[src/logic/fsr_pkg.sv]
// fsr_pkg: constants and state types for the suspend/resume and acceleration control block
// assumes a 10 MHz system clock and single-cycle command writes from the bus decoder
// Operation
// - suspend in select window suspends at once
// - erase suspend only for sector erase
// - running erase suspends within erase latency
// - suspended erase allows reads, programs elsewhere
// - reads of suspended sectors return status
// - program in erase suspend returns to suspend
// - identification read accepted in erase suspend
// - 0030h resumes erase; repeats ignored
// - 00B0h halts program within program latency
// - program suspend serves non-suspended sector reads
// - program suspend nests inside erase suspend
// - identification read in program suspend, then return
// - 0030h resumes program; repeats ignored
// - high voltage accel enters accelerated bypass mode
// - accel removed after operation returns normal
// - accel low locks every sector
// - polling bit 0 erasing, 1 done/suspended
package fsr_pkg;
    localparam logic [15:0] FSR_CMD_SUSPEND = 16'h00B0;
    localparam logic [15:0] FSR_CMD_RESUME  = 16'h0030;
    localparam int          FSR_CLK_NS      = 100;
    // latencies in ns
    localparam int          FSR_ERASE_SUSPEND_LATENCY_NS = 20000;
    localparam int          FSR_PROG_SUSPEND_LATENCY_NS  = 10000;
    localparam int          FSR_ERASE_SUSPEND_CYC = FSR_ERASE_SUSPEND_LATENCY_NS / FSR_CLK_NS;
    localparam int          FSR_PROG_SUSPEND_CYC  = FSR_PROG_SUSPEND_LATENCY_NS / FSR_CLK_NS;
    localparam logic [1:0]  FSR_ACCEL_LOW  = 2'h0;
    localparam logic [1:0]  FSR_ACCEL_NORM = 2'h1;
    localparam logic [1:0]  FSR_ACCEL_HIGH = 2'h2;
    localparam logic        FSR_POLL_BUSY  = 1'b0;
    localparam logic        FSR_POLL_DONE  = 1'b1;

    typedef enum logic [5:0] {
        FSR_IDLE      = 6'h01,
        FSR_SEL_WIN   = 6'h02,
        FSR_ERASING   = 6'h04,
        FSR_ERS_SUSP  = 6'h08,
        FSR_PROGRAM   = 6'h10,
        FSR_PRG_SUSP  = 6'h20
    } fsr_state_e;
endpackage

[src/logic/fsr_latency_timer.sv]
// fsr_latency_timer: counts a suspend latency and pulses when the count runs out
// assumes start is a single-cycle pulse; a new start restarts the count
`timescale 1ns/1ps
module fsr_latency_timer #(
    parameter int CYCLES = 8
) (
    // clock and reset
    input  wire logic clk_sys_i,
    input  wire logic rst_b_i,
    // control
    input  wire logic start_i,
    input  wire logic abort_i,
    output logic      done_o
);
    localparam int W = $clog2(CYCLES + 1);
    logic [W-1:0] cnt_reg;
    logic         run_reg;

    always_ff @(posedge clk_sys_i) begin
        if (!rst_b_i) begin
            cnt_reg <= '0;
            run_reg <= 1'b0;
            done_o  <= 1'b0;
        end else begin
            done_o <= 1'b0;
            if (abort_i) begin
                run_reg <= 1'b0;
            end else if (start_i) begin
                cnt_reg <= W'(CYCLES - 1);
                run_reg <= 1'b1;
            end else if (run_reg) begin
                if (cnt_reg == '0) begin
                    run_reg <= 1'b0;
                    done_o  <= 1'b1;
                end else begin
                    cnt_reg <= cnt_reg - 1'b1;
                end
            end
        end
    end
endmodule // fsr_latency_timer

[src/logic/fsr_sector_mark.sv]
// fsr_sector_mark: per-sector flags marking sectors chosen for erase or for program
// assumes set and clear strobes come from the sequencer, one sector at a time
`timescale 1ns/1ps
module fsr_sector_mark #(
    parameter int SECTORS = 16,
    parameter int SW      = 4
) (
    // clock and reset
    input  wire logic          clk_sys_i,
    input  wire logic          rst_b_i,
    // updates
    input  wire logic          set_i,
    input  wire logic [SW-1:0] set_sector_i,
    input  wire logic          clear_all_i,
    // query
    input  wire logic [SW-1:0] query_sector_i,
    output logic               hit_o
);
    logic [SECTORS-1:0] mark_reg;

    genvar g;
    generate
        for (g = 0; g < SECTORS; g++) begin : g_mark
            always_ff @(posedge clk_sys_i) begin
                if (!rst_b_i) begin
                    mark_reg[g] <= 1'b0;
                end else if (set_i && set_sector_i == SW'(g)) begin
                    mark_reg[g] <= 1'b1;
                end else if (clear_all_i) begin
                    mark_reg[g] <= 1'b0;
                end
            end
        end
    endgenerate

    // registered read, one cycle after the query
    always_ff @(posedge clk_sys_i) begin
        if (!rst_b_i) begin
            hit_o <= 1'b0;
        end else begin
            hit_o <= mark_reg[query_sector_i];
        end
    end
endmodule // fsr_sector_mark

[src/logic/fsr_control.sv]
// fsr_control: suspend/resume state for embedded erase and program, plus acceleration mode
// assumes commands arrive as decoded single-cycle writes; unlock sequences are decoded upstream
`timescale 1ns/1ps
module fsr_control #(
    parameter int SECTORS = 16,
    parameter int SW      = 4,
    parameter int BW      = 2,
    parameter int SEL_WIN_CYC = 500,
    parameter int ERS_CYC = fsr_pkg::FSR_ERASE_SUSPEND_CYC,
    parameter int PRG_CYC = fsr_pkg::FSR_PROG_SUSPEND_CYC
) (
    // clock and reset
    input  wire logic          clk_sys_i,
    input  wire logic          rst_b_i,
    // command writes
    input  wire logic          wr_i,
    input  wire logic [15:0]   wr_data_i,
    input  wire logic [BW-1:0] wr_bank_i,
    input  wire logic [SW-1:0] wr_sector_i,
    // embedded operation starts and ends from the algorithm engine
    input  wire logic          sector_erase_start_i,
    input  wire logic          chip_erase_start_i,
    input  wire logic          erase_sector_add_i,
    input  wire logic          program_start_i,
    input  wire logic          erase_done_i,
    input  wire logic          program_done_i,
    input  wire logic          autoselect_enter_i,
    input  wire logic          autoselect_exit_i,
    // read side
    input  wire logic          rd_i,
    input  wire logic [SW-1:0] rd_sector_i,
    // acceleration supply level
    input  wire logic [1:0]    accel_level_i,
    // status and mode outputs
    output logic               polling_status_bit_o,
    output logic               toggle_status_bit_o,
    output logic               sector_toggle_status_bit_o,
    output logic               erase_run_o,
    output logic               program_run_o,
    output logic               erase_suspended_o,
    output logic               program_suspended_o,
    output logic               read_status_o,
    output logic               autoselect_o,
    output logic               accel_mode_o,
    output logic               sectors_locked_o
);
    fsr_pkg::fsr_state_e ers_reg;
    fsr_pkg::fsr_state_e prg_reg;
    logic [$clog2(SEL_WIN_CYC+1)-1:0] win_reg;
    logic [BW-1:0] ers_bank_reg;
    logic          chip_reg;
    logic          ers_pend_reg;
    logic          prg_pend_reg;
    logic          prg_in_susp_reg;
    logic          ers_lat_done;
    logic          prg_lat_done;
    logic          erase_hit;
    logic          prog_hit;
    logic          rd_q_reg;
    logic          is_susp;
    logic          is_res;
    logic          ers_lat_start;
    logic          prg_lat_start;
    logic          ers_mark_set;
    logic          prg_accept;
    localparam int ERS_LAT_MAX = ERS_CYC + 2;
    localparam int PRG_LAT_MAX = PRG_CYC + 2;

    assign is_susp = wr_i && wr_data_i == fsr_pkg::FSR_CMD_SUSPEND;
    assign is_res  = wr_i && wr_data_i == fsr_pkg::FSR_CMD_RESUME;

    // erase-side suspend request: matching bank, not chip erase
    logic ers_susp_req;
    assign ers_susp_req = is_susp && !chip_reg && wr_bank_i == ers_bank_reg
                          && prg_reg != fsr_pkg::FSR_PROGRAM;
    assign ers_lat_start = ers_susp_req && ers_reg == fsr_pkg::FSR_ERASING && !ers_pend_reg;
    assign prg_lat_start = is_susp && prg_reg == fsr_pkg::FSR_PROGRAM && !prg_pend_reg;
    // refused starts must leave no stale sector mark
    assign ers_mark_set  = (sector_erase_start_i && ers_reg == fsr_pkg::FSR_IDLE
                            && !sectors_locked_o)
                           || (erase_sector_add_i && ers_reg == fsr_pkg::FSR_SEL_WIN);
    assign prg_accept    = program_start_i && !sectors_locked_o && prg_reg == fsr_pkg::FSR_IDLE
                           && (ers_reg == fsr_pkg::FSR_IDLE || ers_reg == fsr_pkg::FSR_ERS_SUSP);

    fsr_latency_timer #(.CYCLES(ERS_CYC)) u_ers_lat (
        .clk_sys_i (clk_sys_i),
        .rst_b_i   (rst_b_i),
        .start_i   (ers_lat_start),
        .abort_i   (erase_done_i),
        .done_o    (ers_lat_done)
    );

    fsr_latency_timer #(.CYCLES(PRG_CYC)) u_prg_lat (
        .clk_sys_i (clk_sys_i),
        .rst_b_i   (rst_b_i),
        .start_i   (prg_lat_start),
        .abort_i   (program_done_i),
        .done_o    (prg_lat_done)
    );

    fsr_sector_mark #(.SECTORS(SECTORS), .SW(SW)) u_ers_mark (
        .clk_sys_i      (clk_sys_i),
        .rst_b_i        (rst_b_i),
        .set_i          (ers_mark_set),
        .set_sector_i   (wr_sector_i),
        .clear_all_i    (erase_done_i),
        .query_sector_i (rd_sector_i),
        .hit_o          (erase_hit)
    );

    fsr_sector_mark #(.SECTORS(SECTORS), .SW(SW)) u_prg_mark (
        .clk_sys_i      (clk_sys_i),
        .rst_b_i        (rst_b_i),
        .set_i          (prg_accept),
        .set_sector_i   (wr_sector_i),
        .clear_all_i    (program_done_i),
        .query_sector_i (rd_sector_i),
        .hit_o          (prog_hit)
    );

    // erase state machine
    always_ff @(posedge clk_sys_i) begin
        if (!rst_b_i) begin
            ers_reg      <= fsr_pkg::FSR_IDLE;
            ers_pend_reg <= 1'b0;
            chip_reg     <= 1'b0;
            ers_bank_reg <= '0;
            win_reg      <= '0;
        end else begin
            case (ers_reg)
                fsr_pkg::FSR_IDLE: begin
                    if ((sector_erase_start_i || chip_erase_start_i) && !sectors_locked_o) begin
                        ers_reg      <= fsr_pkg::FSR_SEL_WIN;
                        chip_reg     <= chip_erase_start_i;
                        ers_bank_reg <= wr_bank_i;
                        win_reg      <= ($bits(win_reg))'(SEL_WIN_CYC);
                    end
                end
                fsr_pkg::FSR_SEL_WIN: begin
                    if (ers_susp_req) begin
                        ers_reg <= fsr_pkg::FSR_ERS_SUSP;
                    end else if (erase_sector_add_i) begin
                        win_reg <= ($bits(win_reg))'(SEL_WIN_CYC);
                    end else if (win_reg == '0) begin
                        ers_reg <= fsr_pkg::FSR_ERASING;
                    end else begin
                        win_reg <= win_reg - 1'b1;
                    end
                end
                fsr_pkg::FSR_ERASING: begin
                    if (erase_done_i) begin
                        ers_reg      <= fsr_pkg::FSR_IDLE;
                        ers_pend_reg <= 1'b0;
                    end else if (ers_lat_done) begin
                        ers_reg      <= fsr_pkg::FSR_ERS_SUSP;
                        ers_pend_reg <= 1'b0;
                    end else if (ers_susp_req) begin
                        ers_pend_reg <= 1'b1;
                    end
                end
                fsr_pkg::FSR_ERS_SUSP: begin
                    // resume only with matching bank, and not while a program is busy
                    if (is_res && wr_bank_i == ers_bank_reg
                        && prg_reg == fsr_pkg::FSR_IDLE) begin
                        ers_reg <= fsr_pkg::FSR_ERASING;
                    end
                end
                default: ers_reg <= fsr_pkg::FSR_IDLE;
            endcase
        end
    end

    // program state machine; a program in erase suspend nests here
    always_ff @(posedge clk_sys_i) begin
        if (!rst_b_i) begin
            prg_reg         <= fsr_pkg::FSR_IDLE;
            prg_pend_reg    <= 1'b0;
            prg_in_susp_reg <= 1'b0;
        end else begin
            case (prg_reg)
                fsr_pkg::FSR_IDLE: begin
                    if (prg_accept) begin
                        prg_reg         <= fsr_pkg::FSR_PROGRAM;
                        prg_in_susp_reg <= ers_reg == fsr_pkg::FSR_ERS_SUSP;
                    end
                end
                fsr_pkg::FSR_PROGRAM: begin
                    if (program_done_i) begin
                        prg_reg      <= fsr_pkg::FSR_IDLE;
                        prg_pend_reg <= 1'b0;
                    end else if (prg_lat_done) begin
                        prg_reg      <= fsr_pkg::FSR_PRG_SUSP;
                        prg_pend_reg <= 1'b0;
                    end else if (is_susp) begin
                        prg_pend_reg <= 1'b1;
                    end
                end
                fsr_pkg::FSR_PRG_SUSP: begin
                    if (is_res) begin
                        prg_reg <= fsr_pkg::FSR_PROGRAM;
                    end
                end
                default: prg_reg <= fsr_pkg::FSR_IDLE;
            endcase
        end
    end

    // identification-read mode only from a suspended state
    always_ff @(posedge clk_sys_i) begin
        if (!rst_b_i) begin
            autoselect_o <= 1'b0;
        end else if (autoselect_exit_i) begin
            autoselect_o <= 1'b0;
        end else if (autoselect_enter_i && (ers_reg == fsr_pkg::FSR_ERS_SUSP
                     || prg_reg == fsr_pkg::FSR_PRG_SUSP)) begin
            autoselect_o <= 1'b1;
        end
    end

    // acceleration: enter on high level, leave only when no operation runs
    always_ff @(posedge clk_sys_i) begin
        if (!rst_b_i) begin
            accel_mode_o     <= 1'b0;
            sectors_locked_o <= 1'b0;
        end else begin
            sectors_locked_o <= accel_level_i == fsr_pkg::FSR_ACCEL_LOW;
            if (accel_level_i == fsr_pkg::FSR_ACCEL_HIGH) begin
                accel_mode_o <= 1'b1;
            end else if (ers_reg == fsr_pkg::FSR_IDLE && prg_reg == fsr_pkg::FSR_IDLE) begin
                accel_mode_o <= 1'b0;
            end
        end
    end

    // status bits and read routing, aligned with the registered sector lookup
    always_ff @(posedge clk_sys_i) begin
        if (!rst_b_i) begin
            rd_q_reg                   <= 1'b0;
            read_status_o              <= 1'b0;
            polling_status_bit_o       <= fsr_pkg::FSR_POLL_DONE;
            toggle_status_bit_o        <= 1'b0;
            sector_toggle_status_bit_o <= 1'b0;
            erase_run_o                <= 1'b0;
            program_run_o              <= 1'b0;
            erase_suspended_o          <= 1'b0;
            program_suspended_o        <= 1'b0;
        end else begin
            rd_q_reg <= rd_i;
            // status for suspended or busy sectors; array data elsewhere
            read_status_o <= rd_q_reg && !autoselect_o
                             && ((erase_hit && ers_reg != fsr_pkg::FSR_IDLE)
                                 || (prog_hit && prg_reg != fsr_pkg::FSR_IDLE));
            polling_status_bit_o <= (ers_reg == fsr_pkg::FSR_ERASING
                                     || ers_reg == fsr_pkg::FSR_SEL_WIN)
                                    ? fsr_pkg::FSR_POLL_BUSY : fsr_pkg::FSR_POLL_DONE;
            if (rd_q_reg && (ers_reg == fsr_pkg::FSR_ERASING || prg_reg == fsr_pkg::FSR_PROGRAM)) begin
                toggle_status_bit_o <= !toggle_status_bit_o;
            end
            if (rd_q_reg && erase_hit && ers_reg != fsr_pkg::FSR_IDLE) begin
                sector_toggle_status_bit_o <= !sector_toggle_status_bit_o;
            end
            erase_run_o         <= ers_reg == fsr_pkg::FSR_ERASING;
            program_run_o       <= prg_reg == fsr_pkg::FSR_PROGRAM;
            erase_suspended_o   <= ers_reg == fsr_pkg::FSR_ERS_SUSP;
            program_suspended_o <= prg_reg == fsr_pkg::FSR_PRG_SUSP;
        end
    end
endmodule // fsr_control

[config.mk]
export PLATFORM = sky130hd
export DESIGN_NAME = fsr_control
export DESIGN_NICKNAME = d
export VERILOG_FILES = /design/src/logic/fsr_pkg.sv /design/src/logic/fsr_latency_timer.sv /design/src/logic/fsr_sector_mark.sv /design/src/logic/fsr_control.sv
export SDC_FILE = /design/constraint.sdc
export NUM_CORES = 1
export LEC_CHECK = 0
export ABC_CLOCK_PERIOD_IN_PS = 2600
export BUFFER_PORTS_ARGS = -buffer_cell sky130_fd_sc_hd__buf_2
export CAP_MARGIN = 20
export CORE_MARGIN = 4
export CORE_UTILIZATION = 50
export CTS_BUF_LIST = sky130_fd_sc_hd__clkbuf_2
export CTS_CLUSTER_DIAMETER = 100
export DETAILED_ROUTE_END_ITERATION = 6
export PLACE_DENSITY = 0.71
export SLEW_MARGIN = 15
export SYNTH_ARGS = -nofsm -noshare
export SYNTH_HDL_FRONTEND = slang
export SYNTH_SLANG_ARGS = --single-unit
[constraint.sdc]
create_clock -name clk_sys_i -period 2.6 [get_ports clk_sys_i]
set_input_delay 0.26 -clock clk_sys_i [delete_from_list [all_inputs] [get_ports clk_sys_i]]
set_output_delay 0.26 -clock clk_sys_i [all_outputs]
set_load 0.02 [all_outputs]
Word-level counts from Yosys, hierarchy flattened
Index checks and enable logic that the tools add are counted.
{ "classes": {"n_addsub": 3, "magnitude_cmp": 1, "eq_ne": 41, "n_mux": 79, "bitwise_logic": 5, "n_reduce_logical": 129} }
{ "op_table": {"columns": ["cell", "n"], "rows": [
  ["nonzero test 2 bit", 36],
  ["two-way mux 6 bit", 11],
  ["logical AND 1 bit", 59],
  ["two-way mux 1 bit", 53],
  ["two-way mux 9 bit", 4],
  ["== test 4 bit (second input constant)", 8],
  ["two-way mux 8 bit", 3],
  ["case mux 6 bit (4 select lines)", 1],
  ["two-way mux 7 bit", 3],
  ["case mux 6 bit (3 select lines)", 1],
  ["case mux 9 bit (2 select lines)", 1],
  ["== test 16 x 6 -> 1 bit (second input constant)", 1],
  ["== test 16 x 8 -> 1 bit (second input constant)", 1],
  ["== test 4 x 3 -> 1 bit (second input constant)", 4],
  ["== test 6 x 1 -> 1 bit (second input constant)", 2],
  ["!= test 2 bit (second input constant)", 6],
  ["!= test 6 x 1 -> 1 bit (second input constant)", 2],
  ["zero test 9 bit", 1],
  ["!= test 3 bit (second input constant)", 3],
  ["AND reduction 3 bit", 3],
  ["subtractor 9 x 1 -> 9 bit (second input constant)", 1],
  ["binary-select mux 1 bit (select 4 bit)", 2],
  ["== test 4 x 2 -> 1 bit (second input constant)", 2],
  ["zero test 8 bit", 1],
  ["other kinds (26)", 49]
]} }
{ "word_totals": {"register_bits": 91, "in_bits": 40, "out_inout_bits": 11, "elab_cells": 317} }

Logic depth before layout (Yosys ltp)
Gate-level depths: netlist of run 1.
{ "logic_depth": {"depth_word": 9, "mapped_depth": 8, "mapped_depth_nobuf": 8} }

Cells and area by module
From an unflattened synthesis of run 1, not the netlist that was laid out.
{ "unflattened": {"cells_unflattened": 490, "area_unflattened_um2": 4354.2} }
{ "by_module_without_submodules": {"columns": ["mod", "instances", "cells_each", "area_each_um2", "seq_area_each_um2"], "rows": [
  ["fsr_control", 1, 215, 1776.7, 660.6],
  ["fsr_sector_mark", 2, 83, 800.8, 340.3],
  ["fsr_latency_timer (u_ers_lat)", 1, 59, 501.7, 200.2],
  ["fsr_latency_timer (u_prg_lat)", 1, 50, 474.2, 180.2]
]} }

Least setup slack after synthesis of run 1
Ideal clock, no wire load.
{ "synth_timing": {"path_type": "register to register", "startpoint": "register prg_reg[5]", "endpoint": "register win_reg[7]", "setup_ns": 0.082, "t_arrival_ns": 1.937, "required_time_ns": 2.518, "setup_slack_ns": 0.580, "stages_incl_launch_ff": 8, "path_buffers": 1, "synth_period_minus_slack_ns": 2.020, "path_cell_list": "dfxtp_1 -> nor3b_2 -> or4_4 -> or2_1 -> buf_6 -> a31o_2 -> a41o_1 -> o221ai_1"} }
{ "synth_between": {"elab_chain_cells": 4} }
{ "synth_lines": {"columns": ["item", "line", "text"], "rows": [
  ["start, declared", "fsr_control.sv:48", "fsr_pkg::fsr_state_e prg_reg;"],
  ["start signal, assigned", "fsr_control.sv:176", "prg_reg <= fsr_pkg::FSR_IDLE;"],
  ["start signal, assigned", "fsr_control.sv:183", "prg_reg <= fsr_pkg::FSR_PROGRAM;"],
  ["start signal, assigned", "fsr_control.sv:189", "prg_reg <= fsr_pkg::FSR_IDLE;"],
  ["!= test 6 x 5 -> 1 bit", "fsr_control.sv:75", "&& prg_reg != fsr_pkg::FSR_PROGRAM;"],
  ["logical AND 1 bit", "fsr_control.sv:75", null],
  ["!= test 2 bit (no line)", null, null],
  ["AND reduction 4 bit (no line)", null, null],
  ["end signal, assigned", "fsr_control.sv:136", "win_reg <= ($bits(win_reg))'(SEL_WIN_CYC);"],
  ["end signal, assigned", "fsr_control.sv:143", "win_reg <= ($bits(win_reg))'(SEL_WIN_CYC);"],
  ["end signal, assigned", "fsr_control.sv:147", "win_reg <= win_reg - 1'b1;"],
  ["end, declared", "fsr_control.sv:49", "logic [$clog2(SEL_WIN_CYC+1)-1:0] win_reg;"]
]} }
Every way passes these cells.
A chain may end at the register's enable or synchronous reset.

Worst setup path in the final report of run 1
{ "layout_timing": {"startpoint": "register prg_reg[5]", "endpoint": "register win_reg[1]"} }
Same word-level chain as after synthesis.

==> flow_summary.json, run 1 <==
{
  "die_area_sq_um": 9789,
  "finalSetupViolations": 0,
  "cp.required_ns": 3.07,
  "wl_per_cell_microns": 15.05,
  "path_cells": "nor3b_2 -> or4_4 -> or2_1 -> a31oi_4 -> nand2_2 -> a211oi_2",
  "cts_resized": 0,
  "avgSynthCellArea_sq_um": 9.293,
  "clock_latency_ns": 0.54,
  "totalWireLength_microns": 9164,
  "p_per_area_nw_per_um2": 606.5,
  "vias": 3369,
  "drc": 0,
  "final_cell_mix": "86 x dfxtp_1, 50 x buf_2, 36 x and2_1",
  "syn2layout_area_growth_pct": 13.01,
  "grt_antenna_before_repair": 0,
  "endpoint_kind": "flop",
  "start_util_pct": 52.43,
  "crit_arrival_ns": 2.77,
  "final_common_cell": "dfxtp_1",
  "pre_cts_ws_ns": 0.3334,
  "layout_min_cycle_time_ns": 2.299,
  "die_h_microns": 98.94,
  "yosysSeqAreaShare_pct": 41.63,
  "synth_nets": 491,
  "ant_nets": 0,
  "report.final.slew_viol_count": 0,
  "drtIter0Drc": 174,
  "cts_sinks": 86,
  "grt_pass1_wl_microns": 14760,
  "critPathMaxFanout": 8,
  "peakVddDrop_v": 0.0002569,
  "netlist_instances": 445,
  "critPathBufInv": 0,
  "grt_pass1_vias": 3098,
  "synth_flop_cell": "dfxtp_1",
  "swShare_pct": 34.38,
  "clockPowerShare_pct": 21.0,
  "num_io_pins": 51,
  "post-route-util_pct": 59.25,
  "dpl.hpwl_microns": 6490,
  "synth_cell_types": 61,
  "dr.pass1.iters": 4,
  "nFillCells": 716,
  "netlist_area_sq_um": 4135,
  "nets": 548,
  "cts_tree": "done",
  "relSlewSlack_pct": 55.10,
  "hold_viol": 0,
  "grt_max_degree": 50,
  "max_stage_delay_ns": 0.56,
  "yosysWarnings": 0,
  "viasPerCell": 5.532,
  "fin_cells": 609,
  "hold_class": "input port to flop",
  "htreeDepth": 3,
  "cts_made_buffers": 9,
  "ys_ff_latch": 86,
  "core-area_sq_um": 7888,
  "clk_pin_slew_worst_paths_ns": 0.23,
  "synthArstFlopShare_pct": 0,
  "p_comb_share_pct": 25.2,
  "clockBufferDepth": 2,
  "status": "completed",
  "cp-start-kind": "flop",
  "gp_congestion": 0.8492,
  "crit_type": "flop to flop",
  "fin_worst_skew_ns": 0.02468,
  "portBuffers": 50,
  "cpMaxStageDelayCell": "or4_4",
  "setup_ws_ns": 0.3011,
  "layout-drive-gt1-share_pct": 21.10,
  "p_int_mw": 1.860,
  "max_cap_violations": 0,
  "overflow": 0,
  "grtUsageTotal_pct": 18.53,
  "synth_edf_count": 0,
  "power_frac_seq_pct": 53.7,
  "fmaxAchievable_mhz": 435.0,
  "die_width_microns": 98.94,
  "worstMarginPinSlew_ns": 0.6641,
  "power_switching_mw": 0.9746,
  "cp_top_family": "simple AND/OR/NAND/NOR gates",
  "finalSetupTns_ns": 0,
  "place_inst": 584,
  "period_share_pct": 88.42,
  "rsz0062_at_grt": "no",
  "power.leakage_nw": 1.781,
  "hold_ws_ns": 0.09070,
  "cts-root-buf": "clkbuf_2",
  "row_count": 32,
  "antennaDiodeCount": 0
}
Yosys cell counts (3+ instances only):
cell,number,area [sq um]
dfxtp_1,86,1722
and2_1,36,225.2
nor2_1,34,127.6
inv_1,30,112.6
nand2_1,26,97.59
o22ai_1,18,112.6
nor3_1,17,85.08
clkbuf_1,16,60.06
a21oi_1,14,70.07
o21ai_0,13,65.06
o2bb2ai_1,13,113.9
mux4_2,10,225.2
xnor2_1,9,78.83
a31oi_1,8,50.05
nand3_1,8,40.04
xor2_1,8,70.07
nor4_1,7,43.79
ha_1,6,75.07
nand2b_1,6,37.54
nor4b_1,6,52.55
and3_1,5,31.28
buf_2,4,20.02
nand3b_1,4,30.03
nor2b_1,4,25.02
or3_1,4,25.02
or4_1,4,30.03
nor3b_1,3,22.52
nor4b_2,3,45.04
o31ai_1,3,22.52
or2_2,3,18.77
power by group through the flow:
stage | clock network, mW | logic, mW | registers [mW]
final | 0.596 | 0.715 | 1.52
after global routing | 0.673 | 0.789 | 1.54
after CTS | 0.621 | 0.712 | 1.52
after detailed placement | 0 | 0.701 | 1.54
after global placement | 0 | 0.689 | 1.54
after floorplan | 0 | 0.550 | 1.50
cells by family (layout without fill, tap and decap cells):
family,count (synthesis),in the layout,share of synthesized area (%)
xor+xnor,17,17,3.601
flops,86,86,41.63
buf+inv,54,116,5.265
compound gates,90,90,16.16
simple gates,182,182,26.08
mux,10,10,5.446
fa+ha+maj,6,6,1.815
path summary, 6_finish.rpt:
| check | from | end | slack, ns | cells past startpoint |
|---|---|---|---|---|
| max | prg_reg[5] | win_reg[1] | 0.30 | 6 |
| min | sector_erase_start_i | chip_reg | 0.09 | 4 |
| max reg2reg | prg_reg[5] | win_reg[1] | 0.30 | 6 |
| min reg2reg | autoselect_o | read_status_o | 0.46 | 1 |
worst reg2reg max path: cells and delay by family, from the launching register on:
kind            cells  cell delay [ns]
compound gates      2             0.57
simple gates        4             1.16
flops               1             0.51
area by class of cell:
class	count	area (sq um)	share of cell area (%)
clock buffers	9	45.04	0.9639
clock inverters	7	51.30	1.098
inverters	31	116.4	2.490
multi-input cells	305	2196	46.99
flip-flops and latches	86	1722	36.84
well taps	102	127.6	2.731
repair buffers	69	415.4	8.889
metal layers:
metal | wire [microns] | GRT usage [%] | vias up
met5 | 0 | 0 | -
met1 | 4285 | 23.70 | 1571
met3 | 610 | 6.582 | 7
met2 | 4197 | 30.06 | 79
met4 | 70 | 4.307 | 0
li1 | - | - | 1712
per-stage QoR:
step           total power, mW  instance area (sq um)
2_1_floorplan            2.055                   4135
3_3_place_gp             2.231                   4487
3_5_place_dp             2.246                   4487
4_1_cts                  2.854                   4673
5_1_grt                  3.001                   4673
6_report                 2.834                   4673
what timing repair did:
| action | 4_1_cts | 5_1_grt |
|---|---|---|
| hold buffers | 9 | 0 |
| endpoints found under the hold margin | 7 | 0 |
| setup buffers | 0 | 0 |
No activity file was read; power rests on OpenSTA's default activity.
==> run 2, diff against run 1 <==
PLACE_DENSITY = not set   (was 0.71)
PLACE_DENSITY_LB_ADDON = 0.25   (was not set)
==> run 2 against run 1 <==
Compared with the run above: global-route usage is 0.21 points higher; hold slack worse by 0.010 ns; via count is 0.45% higher; cell count stayed put; die area stayed put; maximum frequency is 1.4% lower; power is 3.7% higher; wire length is 1.2% lower; core utilization is 0.24 points higher; sequential power hardly changed; critical path type unchanged; combinational power is 1% higher; largest cell class unchanged.
==> flow_summary.json, run 2 (synthesized netlist as in run 1, its figures left out) <==
{
  "rsz0062_at_grt": "no",
  "ant_nets": 0,
  "num_io_pins": 51,
  "overflow": 0,
  "period_share_pct": 89.68,
  "grt_pass1_vias": 3252,
  "cts_tree": "done",
  "p_per_area_nw_per_um2": 626.4,
  "report.final.slew_viol_count": 0,
  "finalSetupViolations": 0,
  "nets": 548,
  "clk_pin_slew_worst_paths_ns": 0.24,
  "cp-start-kind": "flop",
  "dpl.hpwl_microns": 6449,
  "clock_latency_ns": 0.53,
  "drc": 0,
  "power.leakage_nw": 1.795,
  "grt_antenna_before_repair": 0,
  "portBuffers": 50,
  "cts_setup_buffers": 0,
  "row_count": 32,
  "grt_max_degree": 50,
  "clockBufferDepth": 2,
  "totalWireLength_microns": 9056,
  "grtUsageTotal_pct": 18.75,
  "cts_sinks": 86,
  "fmaxAchievable_mhz": 428.9,
  "crit_arrival_ns": 2.76,
  "fin_worst_skew_ns": 0.03432,
  "gp_congestion": 0.8380,
  "cp.required_ns": 3.03,
  "final_cell_mix": "86 x dfxtp_1, 50 x buf_2, 36 x and2_1",
  "worstMarginPinSlew_ns": 0.8001,
  "hold_class": "input port to flop",
  "syn2layout_area_growth_pct": 13.46,
  "setup_ws_ns": 0.2683,
  "max_cap_violations": 0,
  "vias": 3384,
  "holdBufCountCts": 9,
  "viasPerCell": 5.557,
  "hold_viol": 0,
  "start_util_pct": 52.43,
  "htreeDepth": 3,
  "cts_made_buffers": 9,
  "cts_resized": 0,
  "critPathMaxFanout": 8,
  "endpoint_kind": "flop",
  "cts-root-buf": "clkbuf_2",
  "layout-drive-gt1-share_pct": 21.10,
  "status": "completed",
  "post-route-util_pct": 59.49,
  "wl_per_cell_microns": 14.87,
  "crit_type": "flop to flop",
  "layout_min_cycle_time_ns": 2.332,
  "antennaDiodeCount": 0,
  "pre_cts_ws_ns": 0.3682,
  "finalSetupTns_ns": 0,
  "die_width_microns": 98.94,
  "grt_pass1_wl_microns": 15190,
  "core-area_sq_um": 7888,
  "dr.pass1.iters": 4,
  "drtIter0Drc": 192,
  "final_common_cell": "dfxtp_1",
  "peakVddDrop_v": 0.0002150,
  "die_area_sq_um": 9789,
  "die_h_microns": 98.94,
  "relSlewSlack_pct": 45.91
}
[run 2: metal layers]
layer  up-vias  share of wire [%]  GRT usage (%)
li1       1712                  -              -
met1      1573                 48          25.68
met2        85                 45          29.65
met3        14                5.5          3.185
met4         0                1.7          6.933
met5         -                  0              0
[run 2: final cells by class]
class / instances / area [sq um]
multi-input cells: 305 / 2196
flip-flops and latches: 86 / 1722
clock inverters: 5 / 60.06
well taps: 102 / 127.6
repair buffers: 69 / 415.4
clock buffers: 11 / 55.05
inverters: 31 / 116.4
fillers: 700 / 3196
[run 2: worst max-delay path, cell delays in order, from the launching register on]
cell     delay (ns)
dfxtp_1        0.51
nor3b_2        0.09
or4_4          0.55
or2_1          0.39
nor3_2         0.29
nand2_1        0.17
and3_1         0.22
[run 2: power breakdown]
part | switching [mW] | internal (mW)
clock network | 0.461 | 0.232
logic | 0.410 | 0.315
registers | 0.103 | 1.42
[run 2: path summary, 6_finish.rpt]
path / slack [ns] / cells after the start / from / to
hold / removal: 0.08 / 4 / sector_erase_start_i / chip_reg
setup reg to reg: 0.27 / 6 / prg_reg[5] / u_ers_lat.cnt_reg[4]
hold reg to reg: 0.48 / 1 / autoselect_o / read_status_o
setup / recovery: 0.27 / 6 / prg_reg[5] / u_ers_lat.cnt_reg[4]
[run 2: stage by stage]
step / power [mW] / std cells / hold slack, ns / cell area [sq um]
after floorplan: 2.055 / 445 / 0.3328 / 4135
after global placement: 2.234 / 584 / 0.4220 / 4487
after detailed placement: 2.254 / 584 / 0.4194 / 4487
after CTS: 2.950 / 609 / 0.06998 / 4692
after global routing: 3.107 / 609 / 0.09506 / 4692
final: 2.939 / 609 / 0.08068 / 4692
